**config.mk**
```make
export PLATFORM = sky130hd
export DESIGN_NAME = interrupt_flag_enable_bank
export DESIGN_NICKNAME = d
export VERILOG_FILES = /design/src/hw/irq_bank_pkg.sv /design/src/hw/ext_edge_detect.sv /design/src/hw/interrupt_flag_enable_bank.sv
export SDC_FILE = /design/constraint.sdc
export NUM_CORES = 1
export LEC_CHECK = 0
export BUFFER_PORTS_ARGS = -buffer_cell sky130_fd_sc_hd__buf_4
export CAP_MARGIN = 0
export CORE_MARGIN = 10
export CORE_UTILIZATION = 31
export DETAILED_ROUTE_END_ITERATION = 7
export PLACE_DENSITY = 0.58
export SLEW_MARGIN = 20
export SYNTH_ARGS = -nofsm -noshare
export SYNTH_HDL_FRONTEND = slang
export SYNTH_HIERARCHICAL = 1
export SYNTH_SLANG_ARGS = --single-unit
```
**constraint.sdc**
```tcl
create_clock -name sys_clk -period 9.15 [get_ports sys_clk]
set_input_delay 0.4575 -clock sys_clk [delete_from_list [all_inputs] [get_ports sys_clk]]
set_output_delay 0.4575 -clock sys_clk [all_outputs]
set_load 0.1 [all_outputs]
```
**src/hw/irq_bank_pkg.sv**
```systemverilog
package irq_bank_pkg;

  // Register port geometry
  localparam int unsigned ADDR_W = 3;
  localparam int unsigned DATA_W = 16;
  localparam int unsigned PRIO_W = 3;
  localparam int unsigned SRC_W  = 4;

  // Register word addresses on the plain register port
  localparam logic [2:0] REG_TRAP_STATUS  = 3'h0;
  localparam logic [2:0] REG_VECTOR_EDGE  = 3'h1;
  localparam logic [2:0] REG_FLAGS_0      = 3'h2;
  localparam logic [2:0] REG_FLAGS_1      = 3'h3;
  localparam logic [2:0] REG_FLAGS_3      = 3'h4;
  localparam logic [2:0] REG_FLAGS_4      = 3'h5;
  localparam logic [2:0] REG_ENABLES_0    = 3'h6;
  localparam logic [2:0] REG_PRIORITY_0   = 3'h7;

  // Implemented-bit masks; other positions read zero and ignore writes, bar the hold bit 14 of the vector register, which reads the live status
  localparam logic [15:0] TRAP_MASK       = 16'h0006;
  localparam logic [15:0] VECTOR_WR_MASK  = 16'h8007;
  localparam logic [15:0] FLAGS_0_MASK    = 16'h3FEF;
  localparam logic [15:0] FLAGS_1_MASK    = 16'h20DB;
  localparam logic [15:0] FLAGS_3_MASK    = 16'h8600;
  localparam logic [15:0] FLAGS_4_MASK    = 16'h0602;
  localparam logic [15:0] ENABLES_0_MASK  = 16'h3FEF;
  localparam logic [15:0] PRIORITY_0_MASK = 16'h7777;

  // Values after reset
  localparam logic [15:0] REG_RESET        = 16'h0000;
  localparam logic [15:0] PRIORITY_0_RESET = 16'h4444;

  // Trap status and vector/edge control bit positions
  localparam int unsigned STACK_FAULT_BIT   = 2;
  localparam int unsigned CLOCK_FAIL_BIT    = 1;
  localparam int unsigned ALT_TABLE_BIT     = 15;
  localparam int unsigned HOLD_INSTR_BIT    = 14;
  localparam int unsigned EXT_EDGE_LSB      = 0;
  localparam int unsigned EXT_COUNT         = 3;

  // First flag/enable register positions
  localparam int unsigned ADC_DONE_BIT  = 13;
  localparam int unsigned UART_TX_BIT   = 12;
  localparam int unsigned UART_RX_BIT   = 11;
  localparam int unsigned SPI_EVENT_BIT = 10;
  localparam int unsigned SPI_FAULT_BIT = 9;
  localparam int unsigned TIMER3_BIT    = 8;
  localparam int unsigned TIMER2_BIT    = 7;
  localparam int unsigned COMPARE2_BIT  = 6;
  localparam int unsigned CAPTURE2_BIT  = 5;
  localparam int unsigned TIMER1_BIT    = 3;
  localparam int unsigned COMPARE1_BIT  = 2;
  localparam int unsigned CAPTURE1_BIT  = 1;
  localparam int unsigned EXT0_BIT      = 0;

  // Second flag register positions
  localparam int unsigned EXT2_BIT       = 13;
  localparam int unsigned CAPTURE8_BIT   = 7;
  localparam int unsigned CAPTURE7_BIT   = 6;
  localparam int unsigned EXT1_BIT       = 4;
  localparam int unsigned PIN_CHANGE_BIT = 3;
  localparam int unsigned I2C_MASTER_BIT = 1;
  localparam int unsigned I2C_SLAVE_BIT  = 0;

  // Third and fourth flag register positions
  localparam int unsigned PWM1_FAULT_A_BIT = 15;
  localparam int unsigned QUAD_ENCODER_BIT = 10;
  localparam int unsigned PWM1_EVENT_BIT   = 9;
  localparam int unsigned PWM2_FAULT_A_BIT = 10;
  localparam int unsigned PWM2_ERROR_BIT   = 9;
  localparam int unsigned UART_ERROR_BIT   = 1;

  // Priority codes and field layout
  localparam logic [2:0]  PRIO_OFF       = 3'h0;
  localparam logic [2:0]  PRIO_DEFAULT   = 3'h4;
  localparam int unsigned PRIO_FIELD_SPAN = 4;
  localparam int unsigned PRIO_SOURCES   = 4;

  // Cycles for a pin level to pass the synchroniser before edges count
  localparam logic [1:0] SYNC_WARM_DONE = 2'h3;

endpackage

```
**src/hw/ext_edge_detect.sv**
```systemverilog
`timescale 1ns/1ps
`default_nettype none

module ext_edge_detect #(
  parameter int unsigned N = irq_bank_pkg::EXT_COUNT
) (
  // Clock and reset
  input  wire logic         sys_clk,
  input  wire logic         reset_n,
  // Raw pins and per-pin polarity select (1 = falling edge)
  input  wire logic [N-1:0] extPin,
  input  wire logic [N-1:0] fallingSel,
  // One-cycle pulse per detected edge
  output logic      [N-1:0] edgePulse
);

  // Whole state of the detector
  typedef struct packed {
    logic [N-1:0] sync1;   // First synchroniser stage, read only by sync2
    logic [N-1:0] sync2;   // Second synchroniser stage
    logic [N-1:0] last;    // Previous settled level
    logic [1:0]   warm;    // Counts settle cycles after reset
    logic [N-1:0] pulse;   // Registered edge pulses
  } state_s;

  state_s cur_q;
  state_s nxt_d;

  // Next-state logic: edges only count once the pipeline holds real levels,
  // so a pin already high at reset release gives no false request
  always_comb begin
    nxt_d       = cur_q;
    nxt_d.sync1 = extPin;
    nxt_d.sync2 = cur_q.sync1;
    nxt_d.last  = cur_q.sync2;
    nxt_d.pulse = '0;
    if (cur_q.warm != irq_bank_pkg::SYNC_WARM_DONE) begin
      nxt_d.warm = cur_q.warm + 2'h1;
    end else begin
      for (int i = 0; i < N; i++) begin
        // Polarity 1 picks the falling edge, 0 the rising one
        if (fallingSel[i]) begin
          nxt_d.pulse[i] = cur_q.last[i] & ~cur_q.sync2[i];
        end else begin
          nxt_d.pulse[i] = ~cur_q.last[i] & cur_q.sync2[i];
        end
      end
    end
  end

  // State register with synchronous reset
  always_ff @(posedge sys_clk) begin
    if (!reset_n) begin
      cur_q <= '0;
    end else begin
      cur_q <= nxt_d;
    end
  end

  assign edgePulse = cur_q.pulse;

endmodule

`default_nettype wire

```
**src/hw/interrupt_flag_enable_bank.sv**
```systemverilog
// What this block does
// - Vector table select bit chooses alternate table
// - Hold-instruction status bit is read-only
// - Edge polarity: 1 falling, 0 rising
// - Unimplemented bits read zero, ignore writes
// - Stack fault trap sets its status bit
// - Clock failure trap sets its status bit
// - First flags upper byte source positions
// - First flags lower byte source positions
// - Second flags register source positions
// - Third flags register source positions
// - Fourth flags register source positions
// - First enables mirror first flag positions
// - Enable bit gates request forwarding
// - Priority 111 highest, 000 disables source
`timescale 1ns/1ps
`default_nettype none

module interrupt_flag_enable_bank (
  // Clock and reset
  input  wire logic        sys_clk,
  input  wire logic        reset_n,
  // Register port
  input  wire logic [2:0]  regAddr,
  input  wire logic [15:0] regWrData,
  input  wire logic        regWrEn,
  input  wire logic        regRdEn,
  output logic      [15:0] regRdData,
  // Core status and trap events (one-cycle pulses, same clock)
  input  wire logic        irqHoldInstrActive,
  input  wire logic        stackFaultTrap,
  input  wire logic        clockFailureTrap,
  // External interrupt pins (asynchronous)
  input  wire logic        ext0Pin,
  input  wire logic        ext1Pin,
  input  wire logic        ext2Pin,
  // Peripheral events for the first flag register
  input  wire logic        adcDoneEvent,
  input  wire logic        uartTxEvent,
  input  wire logic        uartRxEvent,
  input  wire logic        spiEvent,
  input  wire logic        spiFaultEvent,
  input  wire logic        timer3Event,
  input  wire logic        timer2Event,
  input  wire logic        compare2Event,
  input  wire logic        capture2Event,
  input  wire logic        timer1Event,
  input  wire logic        compare1Event,
  input  wire logic        capture1Event,
  // Peripheral events for the second flag register
  input  wire logic        capture8Event,
  input  wire logic        capture7Event,
  input  wire logic        pinChangeEvent,
  input  wire logic        i2cMasterEvent,
  input  wire logic        i2cSlaveEvent,
  // Peripheral events for the third and fourth flag registers
  input  wire logic        pwm1FaultAEvent,
  input  wire logic        quadEncoderEvent,
  input  wire logic        pwm1Event,
  input  wire logic        pwm2FaultAEvent,
  input  wire logic        pwm2ErrorEvent,
  input  wire logic        uartErrorEvent,
  // Request to the core exception logic
  output logic             requestPending,
  output logic      [2:0]  requestLevel,
  output logic      [3:0]  requestSource,
  output logic             altVectorTable
);

  // Whole state of the block
  typedef struct packed {
    logic [15:0] trapStatus;   // Trap status bits
    logic [15:0] vectorEdge;   // Table select and edge polarity bits
    logic [15:0] flags0;       // First request flags
    logic [15:0] flags1;       // Second request flags
    logic [15:0] flags3;       // Third request flags
    logic [15:0] flags4;       // Fourth request flags
    logic [15:0] enables0;     // First request enables
    logic [15:0] priority0;    // Priority fields of the four lowest sources
    logic [15:0] rdData;       // Read answer, valid the cycle after a read
    logic        pending;      // A forwarded request exists
    logic [2:0]  level;        // Its priority level
    logic [3:0]  source;       // Its bit position in the first flags
    logic        altTable;     // Vector table select driven to the core
  } state_s;

  state_s cur_q;
  state_s nxt_d;

  // Synchronised external edges, one pulse per detected edge
  logic [2:0] extEdge;

  // Set vectors built from the event inputs
  logic [15:0] trapSet;
  logic [15:0] flags0Set;
  logic [15:0] flags1Set;
  logic [15:0] flags3Set;
  logic [15:0] flags4Set;

  // Register read view
  logic [15:0] readView;

  // Arbitration result
  logic        bestValid;
  logic [2:0]  bestLevel;
  logic [3:0]  bestSource;

  // Pin synchroniser and edge detection with software polarity
  // Pin edges are ignored for a short warm-up after reset
  ext_edge_detect #(
    .N (irq_bank_pkg::EXT_COUNT)
  ) u_ext_edge (
    .sys_clk    (sys_clk),
    .reset_n    (reset_n),
    .extPin     ({ext2Pin, ext1Pin, ext0Pin}),
    .fallingSel (cur_q.vectorEdge[irq_bank_pkg::EXT_EDGE_LSB +: 3]),
    .edgePulse  (extEdge)
  );

  // Priority code of one first-flags source; only four have fields here,
  // the rest run at the fixed default level
  function automatic logic [2:0] srcPriority(input logic [15:0] prio, input int unsigned idx);
    logic [2:0] code;
    code = irq_bank_pkg::PRIO_DEFAULT;
    if (idx < irq_bank_pkg::PRIO_SOURCES) begin
      code = prio[idx*irq_bank_pkg::PRIO_FIELD_SPAN +: 3];
    end
    return code;
  endfunction

  // Gather event pulses into per-register set vectors
  always_comb begin
    trapSet   = '0;
    flags0Set = '0;
    flags1Set = '0;
    flags3Set = '0;
    flags4Set = '0;
    // Trap status events
    trapSet[irq_bank_pkg::STACK_FAULT_BIT] = stackFaultTrap;
    trapSet[irq_bank_pkg::CLOCK_FAIL_BIT]  = clockFailureTrap;

    // First flags, upper byte
    flags0Set[irq_bank_pkg::ADC_DONE_BIT]  = adcDoneEvent;
    flags0Set[irq_bank_pkg::UART_TX_BIT]   = uartTxEvent;
    flags0Set[irq_bank_pkg::UART_RX_BIT]   = uartRxEvent;
    flags0Set[irq_bank_pkg::SPI_EVENT_BIT] = spiEvent;
    flags0Set[irq_bank_pkg::SPI_FAULT_BIT] = spiFaultEvent;
    flags0Set[irq_bank_pkg::TIMER3_BIT]    = timer3Event;

    // First flags, lower byte; bit 4 has no source
    flags0Set[irq_bank_pkg::TIMER2_BIT]    = timer2Event;
    flags0Set[irq_bank_pkg::COMPARE2_BIT]  = compare2Event;
    flags0Set[irq_bank_pkg::CAPTURE2_BIT]  = capture2Event;
    flags0Set[irq_bank_pkg::TIMER1_BIT]    = timer1Event;
    flags0Set[irq_bank_pkg::COMPARE1_BIT]  = compare1Event;
    flags0Set[irq_bank_pkg::CAPTURE1_BIT]  = capture1Event;
    flags0Set[irq_bank_pkg::EXT0_BIT]      = extEdge[0];

    // Second flags; ext1 and ext2 land here
    flags1Set[irq_bank_pkg::EXT2_BIT]       = extEdge[2];
    flags1Set[irq_bank_pkg::CAPTURE8_BIT]   = capture8Event;
    flags1Set[irq_bank_pkg::CAPTURE7_BIT]   = capture7Event;
    flags1Set[irq_bank_pkg::EXT1_BIT]       = extEdge[1];
    flags1Set[irq_bank_pkg::PIN_CHANGE_BIT] = pinChangeEvent;
    flags1Set[irq_bank_pkg::I2C_MASTER_BIT] = i2cMasterEvent;
    flags1Set[irq_bank_pkg::I2C_SLAVE_BIT]  = i2cSlaveEvent;

    // Third flags
    flags3Set[irq_bank_pkg::PWM1_FAULT_A_BIT] = pwm1FaultAEvent;
    flags3Set[irq_bank_pkg::QUAD_ENCODER_BIT] = quadEncoderEvent;
    flags3Set[irq_bank_pkg::PWM1_EVENT_BIT]   = pwm1Event;

    // Fourth flags
    flags4Set[irq_bank_pkg::PWM2_FAULT_A_BIT] = pwm2FaultAEvent;
    flags4Set[irq_bank_pkg::PWM2_ERROR_BIT]   = pwm2ErrorEvent;
    flags4Set[irq_bank_pkg::UART_ERROR_BIT]   = uartErrorEvent;
  end

  // Read multiplexer; unmapped positions are masked to zero
  // All eight addresses decode, so no default
  always_comb begin
    unique case (regAddr)
      irq_bank_pkg::REG_TRAP_STATUS: begin
        // Two trap bits only
        readView = cur_q.trapStatus & irq_bank_pkg::TRAP_MASK;
      end

      irq_bank_pkg::REG_VECTOR_EDGE: begin
        // The hold bit is the live core status, never a stored value
        readView = cur_q.vectorEdge & irq_bank_pkg::VECTOR_WR_MASK;
        readView[irq_bank_pkg::HOLD_INSTR_BIT] = irqHoldInstrActive;
      end

      irq_bank_pkg::REG_FLAGS_0: begin
        // Bits 15, 14 and 4 read zero
        readView = cur_q.flags0 & irq_bank_pkg::FLAGS_0_MASK;
      end

      irq_bank_pkg::REG_FLAGS_1: begin
        // Seven sources, rest zero
        readView = cur_q.flags1 & irq_bank_pkg::FLAGS_1_MASK;
      end

      irq_bank_pkg::REG_FLAGS_3: begin
        // Three sources, upper byte
        readView = cur_q.flags3 & irq_bank_pkg::FLAGS_3_MASK;
      end

      irq_bank_pkg::REG_FLAGS_4: begin
        // Three sources, both bytes
        readView = cur_q.flags4 & irq_bank_pkg::FLAGS_4_MASK;
      end

      irq_bank_pkg::REG_ENABLES_0: begin
        // Same layout as the first flags
        readView = cur_q.enables0 & irq_bank_pkg::ENABLES_0_MASK;
      end

      irq_bank_pkg::REG_PRIORITY_0: begin
        // Four 3-bit fields
        readView = cur_q.priority0 & irq_bank_pkg::PRIORITY_0_MASK;
      end
    endcase
  end

  // Arbitration over the first flags: highest level wins, a strict compare
  // keeps the lowest bit position on ties so the order is fixed
  // Only the first flags are forwarded; the others are status only
  always_comb begin
    logic [2:0] code;
    code       = irq_bank_pkg::PRIO_OFF;
    bestValid  = 1'b0;
    bestLevel  = irq_bank_pkg::PRIO_OFF;
    bestSource = '0;
    for (int i = 0; i < 16; i++) begin
      code = srcPriority(cur_q.priority0, i);
      // Only flagged, enabled sources with a non-zero code are forwarded
      if (cur_q.flags0[i] && cur_q.enables0[i]
          && (code != irq_bank_pkg::PRIO_OFF)
          && (code > bestLevel)) begin
        bestValid  = 1'b1;
        bestLevel  = code;
        bestSource = SRC_CAST(i);
      end
    end
  end

  // Index-to-source width conversion kept in one place
  // The loop stops at 15, so four bits always hold it
  function automatic logic [3:0] SRC_CAST(input int unsigned idx);
    return idx[3:0];
  endfunction

  // Next-state logic; within each register a hardware set is OR-ed after
  // the software write, so an event in the clearing cycle is never lost
  always_comb begin
    nxt_d = cur_q;
    // Software writes land only on implemented positions
    if (regWrEn) begin
      unique case (regAddr)
        irq_bank_pkg::REG_TRAP_STATUS: begin
          // Software may set or clear a trap bit
          nxt_d.trapStatus = regWrData & irq_bank_pkg::TRAP_MASK;
        end

        irq_bank_pkg::REG_VECTOR_EDGE: begin
          // Hold bit is excluded from the mask, so writing it does nothing
          nxt_d.vectorEdge = regWrData & irq_bank_pkg::VECTOR_WR_MASK;
        end

        irq_bank_pkg::REG_FLAGS_0: begin
          // Writing 0 is how a handler clears
          nxt_d.flags0 = regWrData & irq_bank_pkg::FLAGS_0_MASK;
        end

        irq_bank_pkg::REG_FLAGS_1: begin
          nxt_d.flags1 = regWrData & irq_bank_pkg::FLAGS_1_MASK;
        end

        irq_bank_pkg::REG_FLAGS_3: begin
          nxt_d.flags3 = regWrData & irq_bank_pkg::FLAGS_3_MASK;
        end

        irq_bank_pkg::REG_FLAGS_4: begin
          nxt_d.flags4 = regWrData & irq_bank_pkg::FLAGS_4_MASK;
        end

        irq_bank_pkg::REG_ENABLES_0: begin
          // Takes effect on the next arbitration
          nxt_d.enables0 = regWrData & irq_bank_pkg::ENABLES_0_MASK;
        end

        irq_bank_pkg::REG_PRIORITY_0: begin
          // Code 0 parks a source
          nxt_d.priority0 = regWrData & irq_bank_pkg::PRIORITY_0_MASK;
        end
      endcase
    end

    // Flags set by their events whatever the enables say, and stay set
    nxt_d.trapStatus = nxt_d.trapStatus | trapSet;
    nxt_d.flags0     = nxt_d.flags0 | flags0Set;
    nxt_d.flags1     = nxt_d.flags1 | flags1Set;
    nxt_d.flags3     = nxt_d.flags3 | flags3Set;
    nxt_d.flags4     = nxt_d.flags4 | flags4Set;

    // Read answer stands only in the cycle after the read strobe
    nxt_d.rdData = regRdEn ? readView : irq_bank_pkg::REG_RESET;

    // Request outputs follow the arbitration of the present state
    nxt_d.pending  = bestValid;
    nxt_d.level    = bestLevel;
    nxt_d.source   = bestSource;
    // Table select reaches the core one edge after its write
    nxt_d.altTable = cur_q.vectorEdge[irq_bank_pkg::ALT_TABLE_BIT];
  end

  // State register with synchronous reset
  always_ff @(posedge sys_clk) begin
    if (!reset_n) begin
      // Priority fields leave reset at the middle level
      cur_q           <= '0;
      cur_q.priority0 <= irq_bank_pkg::PRIORITY_0_RESET;
    end else begin
      cur_q <= nxt_d;
    end
  end

  // Outputs straight from the state register
  // A zero read answer outside its cycle keeps a bus OR clean
  assign regRdData      = cur_q.rdData;
  assign requestPending = cur_q.pending;
  assign requestLevel   = cur_q.level;
  assign requestSource  = cur_q.source;
  assign altVectorTable = cur_q.altTable;

endmodule

`default_nettype wire

```
==> out/summary.log, run 1 <==
INFO  setup_path     r2r_cells=18
INFO  placed_design  routabilityCongestion=0.8837
INFO  die            start_util=31.67%
INFO  setup_path     worstSetupPathType=register to register
INFO  routing        vias_per_cell=5.029
INFO  yosys          synthMuxAreaShare=8.855%
INFO  clocking       holdBufCountCts=0
INFO  routing        routed-via-count=3,802
INFO  yosys          synthArstFlopShare=0%
INFO  setup_path     crit-reg2reg-launch=cur_q[105]
INFO  yosys          yosys_register_bits=96
INFO  pwr            share_clk_of_total_power=42.3%
INFO  pwr            fraction_of_power_spent_switching_nets=25.15%
INFO  die            die_h=142.1um
INFO  yosys          synthesis.instances=528
INFO  global_routing first_pass_grt_wire_length=20.38mm
INFO  sta            finalCritPeriodShare=51.63%
INFO  setup_path     critical_path.cell_chain=nand3_1 -> ha_1 -> and3_4 -> a211o_1 -> o21bai_4 -> a21boi_0 -> ha_1 -> a311oi_4 -> nand2_1 -> nor2_1 -> a21o_1 -> ha_1 -> nor2b_1 -> o21a_1 -> o21a_1 -> a211oi_2 -> a21oi_2 -> a221oi_2
INFO  yosys          synth-xor-area-share=0.1895%
INFO  global_routing antenna_found_initial=0
INFO  die            core_region_area=14,590squm
INFO  sta            period_minus_slack=4.724ns
INFO  setup_path     setup.worst_path.start_class=register
INFO  die            design.portCount=77
INFO  setup_path     end_kind=register
INFO  sta            final-max-slew-violation-count=0
INFO  clocking       cts.root.buffer_cell=sky130_fd_sc_hd__clkbuf_16
INFO  final_layout   final_nets=629
INFO  yosys          synth_area=4621squm
INFO  final_layout   area_taken_by_multi_input_logic_gates=2308squm
INFO  placed_design  io_buffers=76
INFO  clocking       cts.repair_timing.setup_buffer_count=0
INFO  routing        first_iter_violations=342
INFO  yosys          combinational_family_with_the_most_area_after_synthesis=simple AND/OR/NAND/NOR gates
INFO  global_routing global_route.usage.total=12.68%
INFO  placed_design  dp_hpwl=9.685mm
INFO  pwr            vdd_ir_drop_max=88.91uV
INFO  final_layout   syn_to_final_growth=18.36%
INFO  sta            fmax=211.7MHz
INFO  sta            finClkSkew=0.005505ns
INFO  yosys          synth_adder_area_share=2.708%
INFO  global_routing global_route.overflow_total=0
INFO  routing        antenna_viol_nets_final=0
INFO  final_layout   layout.filler_cells=1,452
INFO  pwr            p_leak=2.259nW
INFO  clocking       clockBufferDepth=2
INFO  clocking       tritoncts.num_buffers=9
INFO  clocking       tritoncts_num_sinks=96
INFO  sta            tightest_slew=1.040ns
INFO  setup_path     cp_slowest_stage_delay=0.39ns
INFO  clocking       tritoncts_clock_tree=done
INFO  run_status     outcome=completed
INFO  hold_path      destination_of_the_worst_hold_path=u_ext_edge/cur_q[12]
INFO  yosys          synth_top_area_share=41.59%
INFO  yosys          synth_ff_type=sky130_fd_sc_hd__dfxtp_1
INFO  clocking       htree_levels=3
INFO  yosys          post_synth_main_area_contributors=sky130_fd_sc_hd__dfxtp_1 42%, sky130_fd_sc_hd__nand2_1 6.2%, sky130_fd_sc_hd__a21oi_1 6.1%, sky130_fd_sc_hd__mux2i_1 5.2%, sky130_fd_sc_hd__buf_4 4.5%
INFO  yosys          netlist.top_cell.by_area=sky130_fd_sc_hd__dfxtp_1
INFO  sta            hold_violations=0
INFO  final_layout   ff_latch_area=1922squm
INFO  yosys          synth_enable_flop_cells=0
INFO  final_layout   drive_above_1_share=21.50%
INFO  setup_path     setup.reg_to_reg.worst_slack=4.43ns
INFO  hold_path      hold_path.class=primary input to register
INFO  yosys          seq_area_frac_synth=41.59%
INFO  yosys          synth_simple_gate_area_share=20.12%
INFO  pwr            power_switching=245.3uW
INFO  die            dieArea=20,190squm
INFO  yosys          synth_nets=590
INFO  final_layout   layout_common_cells=96 x sky130_fd_sc_hd__dfxtp_1, 78 x sky130_fd_sc_hd__buf_4, 76 x sky130_fd_sc_hd__nand2_1
INFO  pwr            cellPowerDensity=178.3nW/um^2
INFO  yosys          yosysWarningCount=6
INFO  final_layout   fin_util=37.49%
INFO  sta            timing.setup.tns=0ns
INFO  pwr            internal_power=730.0uW
INFO  pwr            combinationalPowerShare=11.6%
INFO  hold_path      hold-path-cell-count=2
INFO  clocking       post_cts_resized=0
INFO  sta            slew_headroom=30.42%
INFO  die            floorplan.die.width=142.1um
INFO  setup_path     worst_path_max_delay_cell=sky130_fd_sc_hd__dfxtp_1
INFO  final_layout   most_common_cell_after_layout_fill_and_taps_aside=sky130_fd_sc_hd__dfxtp_1
INFO  setup_path     worstPathMaxFanout=10
INFO  flow_run       timing.max_cap.violations=0
INFO  yosys          synth_area_in_compound_gates=18.03%
INFO  setup_path     cp.required=9.41ns
INFO  setup_path     critical_path.most_common_cell=sky130_fd_sc_hd__ha_1
INFO  hold_path      worstHoldStart=ext1Pin
INFO  clocking       cts.reportedPaths.clkPinSlew=0.07ns
INFO  sta            rsz0062_at_grt=no
INFO  setup_path     r2r-end=requestSource[1]
INFO  die            placement_rows=44
INFO  pwr            share_seq_of_total_power=46.1%
INFO  setup_path     cp_data_arrival_time=4.99ns
INFO  sta            setup_viol_count_final=0
INFO  clocking       clock_latency=0.35ns
INFO  routing        wl_per_cell=17.09um
INFO  yosys          synth.avg_cell_area=8.751squm
INFO  global_routing grt_start_max_net_pins=58
INFO  global_routing vias_in_the_first_global_route=3,740
INFO  routing        post-route-drc-count=0
INFO  routing        wirelength=12.92mm
INFO  final_layout   insertedDiodeCount=0
INFO  routing        drtPass1Iterations=5
INFO  yosys          ys_types=60
## how the worst max path moves through the flow
stage	start	endpoint	slack, ns	cells past startpoint
after global routing	cur_q[105]	requestSource[1]	4.12	18
after global placement	cur_q[105]	requestSource[1]	4.60	18
final	cur_q[105]	requestSource[1]	4.43	18
after CTS	cur_q[105]	requestSource[1]	4.41	18
after detailed placement	cur_q[105]	requestSource[1]	4.43	18
after floorplan	cur_q[105]	requestSource[3]	4.90	19
## final cells by class
class / instances / share of cell area [%]
clock buffer: 10 / 4.370
clock inverter: 6 / 1.647
inverter: 25 / 1.716
multi-input combinational: 357 / 42.21
sequential: 96 / 35.14
tap: 184 / 4.210
timing repair buffer: 78 / 10.71
## synthesized netlist by cell type, drive strengths merged (5+ instances only)
master,count
dfxtp,96
nand2,76
a21oi,58
nor2,41
buf,35
inv,25
mux2i,24
a211oi,19
nor2b,18
clkbuf,15
and2,12
nand3,12
a22oi,10
ha,10
nor3,8
o21ai,6
mux2,5
mux4,5
## state kept, by name (all words and copies together) (netlist names)
register / count
altVectorTable: 1
cur_q: 57
regRdData: 16
requestLevel: 3
requestPending: 1
requestSource: 4
u_ext_edge/cur_q: 11
u_ext_edge/edgePulse: 3
## power by group through the flow
stage	Sequential, mW	Clock [mW]	Combinational, mW
5_1_grt	0.451	0.436	0.123
3_5_place_dp	0.459	0	0.113
6_report	0.450	0.413	0.113
3_3_place_gp	0.458	0	0.111
4_1_cts	0.449	0.422	0.114
2_1_floorplan	0.456	0	0.0758
## kinds of logic (layout without fill, tap and decap cells)
logic type / count (synthesis) / in the layout
adder cells (fa/ha/maj): 10 / 10
flip-flops: 96 / 96
AND/OR/NAND/NOR: 191 / 191
multiplexers: 34 / 34
XOR/XNOR: 1 / 1
AO/OA/AOI/OAI: 121 / 121
buffers and inverters: 75 / 119
## worst max-delay path: cells and delay by family, from the launching register on
| family | cells | cell delay (ns) |
|---|---|---|
| adder cells (fa/ha/maj) | 3 | 0.95 |
| AND/OR/NAND/NOR | 5 | 0.83 |
| AO/OA/AOI/OAI | 10 | 2.44 |
| flip-flops | 1 | 0.39 |
## metal layers
metal / up-vias / track usage [%] / wire length, um
met3: 15 / 3.138 / 704
met2: 90 / 20.18 / 6091
met4: 0 / 5.164 / 246
met5: - / 0 / 0
li1: 1892 / - / -
met1: 1805 / 16.02 / 5877
## through the flow
stage	instances	power, mW	cell area [sq um]	worst slack [ns]	hold WS, ns
floorplan	528	0.5313	4621	4.899	0.4119
global placement	740	0.5693	5137	4.601	0.4224
detailed placement	740	0.5722	5137	4.428	0.4232
CTS	756	0.9854	5466	4.414	0.3038
global route	756	1.009	5469	4.116	0.3106
finish	756	0.9753	5469	4.426	0.3119
(Power assumes the default switching activity.)
==> run 2, diff against run 1 <==
- ABC_AREA: default -> 1
- PLACE_DENSITY: 0.58 -> 0.6
- clock period: 9.15 -> 4 ns (I/O delays scaled with it)
==> run 2 against run 1 <==
The flow now finishes with violations (negative setup slack). Flip-flop and latch count unchanged. Register-to-register slack got worse by 4.8 ns. Combinational power increased by 150%. Core utilization increased by 2.5 points. Sequential share of layout area decreased by 1.9 points. Synthesized area decreased by 1.2%. Non-clock buffer count increased by 29. Hold slack got worse by 0.28 ns. Critical endpoint is now requestLevel[0].
==> out/summary.log, run 2 <==
INFO  final_layout   insertedDiodeCount=0
INFO  run_status     failing_checks=negative setup slack
INFO  hold_path      hold_path.class=primary input to register
INFO  setup_path     cp.required=4.24ns
INFO  routing        drtPass1Iterations=5
INFO  sta            period_minus_slack=4.367ns
INFO  yosys          synthesis.instances=629
INFO  die            dieArea=19,970squm
INFO  sta            finClkSkew=0.005793ns
INFO  setup_path     cp_slowest_stage_delay=0.32ns
INFO  setup_path     critical_path.most_common_cell=sky130_fd_sc_hd__nand2_2
INFO  die            design.portCount=77
INFO  global_routing antenna_found_initial=0
INFO  yosys          seq_area_frac_synth=42.12%
INFO  global_routing global_route.usage.total=13.03%
INFO  placed_design  dp_hpwl=9.738mm
INFO  yosys          yosysWarningCount=6
INFO  clocking       tritoncts_clock_tree=done
INFO  final_layout   fin_util=39.98%
INFO  final_layout   most_common_cell_after_layout_fill_and_taps_aside=sky130_fd_sc_hd__buf_4
INFO  placed_design  io_buffers=76
INFO  clocking       tritoncts.num_buffers=9
INFO  clocking       holdBufCountCts=0
INFO  final_layout   registers.top_by_ff_count=cur_q
INFO  routing        routed-via-count=4,300
INFO  yosys          synth_enable_flop_cells=0
INFO  global_routing global_route.overflow_total=0
INFO  yosys          synth_ff_type=sky130_fd_sc_hd__dfxtp_1
INFO  sta            tightest_slew=0.8838ns
INFO  yosys          synth_top_area_share=42.12%
INFO  flow_run       timing.max_cap.violations=0
INFO  yosys          synth_nets=691
INFO  clocking       cts.reportedPaths.clkPinSlew=0.06ns
INFO  clocking       cts.root.buffer_cell=sky130_fd_sc_hd__clkbuf_16
INFO  global_routing vias_in_the_first_global_route=4,225
INFO  routing        antenna_viol_nets_final=0
INFO  final_layout   largest_reg_flops=57
INFO  sta            postLayoutSetupSlackWorst=-0.3668ns
INFO  pwr            cellPowerDensity=383.5nW/um^2
INFO  yosys          synth.most_common_cell=sky130_fd_sc_hd__nand2_1
INFO  placed_design  routabilityCongestion=0.8447
INFO  final_layout   fin_area=5789squm
INFO  setup_path     crit-reg2reg-launch=cur_q[26]
INFO  die            die_h=141.3um
INFO  sta            slew_headroom=41.02%
INFO  yosys          synth_area=4563squm
INFO  sta            fmax=229.0MHz
INFO  yosys          ys_top_cells_by_count=110 x sky130_fd_sc_hd__nand2_1, 104 x sky130_fd_sc_hd__inv_1, 96 x sky130_fd_sc_hd__dfxtp_1
INFO  sta            final-max-slew-violation-count=0
INFO  clocking       clock_latency=0.34ns
INFO  die            floorplan.die.width=141.3um
INFO  global_routing grt_start_max_net_pins=63
INFO  setup_path     worstPathMaxFanout=6
INFO  clocking       htree_levels=3
INFO  setup_path     setup.worst_path.start=cur_q[26]
INFO  routing        post-route-drc-count=0
INFO  yosys          ys_types=40
INFO  routing        wl_per_cell=14.89um
INFO  yosys          netlist.top_cell.by_area=sky130_fd_sc_hd__dfxtp_1
INFO  final_layout   layout_common_cells=107 x sky130_fd_sc_hd__buf_4, 104 x sky130_fd_sc_hd__inv_1, 101 x sky130_fd_sc_hd__nand2_1
INFO  die            start_util=31.52%
INFO  setup_path     end_kind=register
INFO  pwr            vdd_ir_drop_max=258.8uV
INFO  setup_path     setup.reg_to_reg.worst_slack=-0.37ns
INFO  routing        vias_per_cell=4.815
INFO  clocking       clockBufferDepth=2
INFO  final_layout   final_nets=767
INFO  pwr            post-layout-total-power=2.220mW
INFO  setup_path     worstSetupPathType=register to register
INFO  setup_path     cp_data_arrival_time=4.61ns
INFO  final_layout   layout.filler_cells=1,501
INFO  setup_path     setup.worst_path.start_class=register
INFO  clocking       tritoncts_num_sinks=96
INFO  yosys          synth.avg_cell_area=7.255squm
INFO  sta            setup_viol_count_final=8
INFO  yosys          post_synth_main_area_contributors=sky130_fd_sc_hd__dfxtp_1 42%, sky130_fd_sc_hd__nand2_1 9.0%, sky130_fd_sc_hd__inv_1 8.6%, sky130_fd_sc_hd__o21ai_0 5.8%, sky130_fd_sc_hd__a21oi_1 5.7%
INFO  global_routing first_pass_grt_wire_length=21.16mm
INFO  placed_design  post_dp_cell_area=5255squm
INFO  die            placement_rows=44
INFO  yosys          yosys_register_bits=96
INFO  routing        first_iter_violations=341
INFO  yosys          synthArstFlopShare=0%
INFO  sta            rsz0062_at_grt=yes
INFO  run_status     outcome=finished, violations left
INFO  sta            hold_violations=0
INFO  hold_path      worstHoldStart=ext0Pin
INFO  setup_path     worst_path_max_delay_cell=sky130_fd_sc_hd__dfxtp_2
INFO  final_layout   syn_to_final_growth=26.87%
INFO  die            core_region_area=14,480squm
INFO  routing        wirelength=13.29mm
INFO  placed_design  placement.setup.worst_slack=-0.2994ns
INFO  pwr            p_leak=2.856nW
INFO  final_layout   drive_above_1_share=24.26%
INFO  sta            finalCritPeriodShare=109.2%
run 2: changes by cell type after synthesis, moves of 5 or more:
cell / before / now
sky130_fd_sc_hd__a211oi_1: 16 / 0
sky130_fd_sc_hd__and2_1: 12 / 2
sky130_fd_sc_hd__inv_1: 24 / 104
sky130_fd_sc_hd__mux2_2: 5 / 0
sky130_fd_sc_hd__mux2i_1: 24 / 0
sky130_fd_sc_hd__mux4_2: 5 / 0
sky130_fd_sc_hd__nand2_1: 76 / 110
sky130_fd_sc_hd__nand3_1: 12 / 32
sky130_fd_sc_hd__nor2_1: 41 / 57
sky130_fd_sc_hd__nor2b_1: 18 / 0
sky130_fd_sc_hd__o21ai_0: 5 / 53
sky130_fd_sc_hd__o31ai_1: 0 / 11
run 2: area by class of cell:
cell class | instances | area, sq um | area share [%]
well taps | 184 | 230.2 | 3.977
clock buffers | 10 | 229.0 | 3.955
flip-flops and latches | 96 | 1926 | 33.26
clock inverters | 5 | 82.58 | 1.426
multi-input cells | 383 | 2113 | 36.50
inverters | 108 | 405.4 | 7.002
repair buffers | 107 | 803.3 | 13.88
run 2: cell families after synthesis:
family / Yosys count / synth area share [%]
DFF: 96 / 42.12
and+or+nand+nor: 228 / 22.37
adders and majority gates: 10 / 2.742
AOI/OAI and AO/OA: 145 / 17.99
buffers and inverters: 150 / 14.78
run 2: repair_timing:
item | 4_1_cts | 5_1_grt
endpoints found under the setup margin | 8 | 8
gates resized for setup | 13 | 19
setup buffers | 10 | 3
pin swaps | 2 | 16
run 2: report_power, final:
part | total [mW] | leakage (nW) | internal, mW | switching [mW]
logic | 0.282 | 1.93 | 0.102 | 0.179
registers | 1.03 | 0.787 | 1.00 | 0.0259
clock network | 0.913 | 0.141 | 0.544 | 0.368
run 2: worst paths after layout:
| path | endpoint | cells after the start |
|---|---|---|
| worst max-delay path | requestLevel[0] | 32 |
| worst min-delay path | u_ext_edge/cur_q[11] | 3 |
| worst max register to register | requestLevel[0] | 32 |
| worst min register to register | u_ext_edge/cur_q[9] | 2 |
run 2: worst max-delay path, delay by kind of cell, from the launching register on:
family / cells / cell delay (ns)
AOI/OAI and AO/OA: 3 / 0.32
adders and majority gates: 3 / 0.74
buffers and inverters: 1 / 0.11
DFF: 1 / 0.32
and+or+nand+nor: 25 / 2.76
run 2: stage by stage:
stage,TNS [ns],instances,hold slack [ns]
floorplan,0,629,0.2976
global placement,-0.9994,865,0.3824
finish,-2.562,893,0.03346
global route,-4.966,893,0.04779
CTS,-1.213,890,0.02702
detailed placement,-2.132,865,0.3857
run 2: per-layer routing:
| layer | track usage [%] | part of all wire (%) | vias to the layer above |
|---|---|---|---|
| met2 | 21.43 | 48 | 123 |
| met1 | 15.98 | 44 | 1992 |
| met5 | 0 | 0 | - |
| met3 | 3.538 | 6.5 | 17 |
| li1 | - | - | 2168 |
| met4 | 4.511 | 1.4 | 0 |
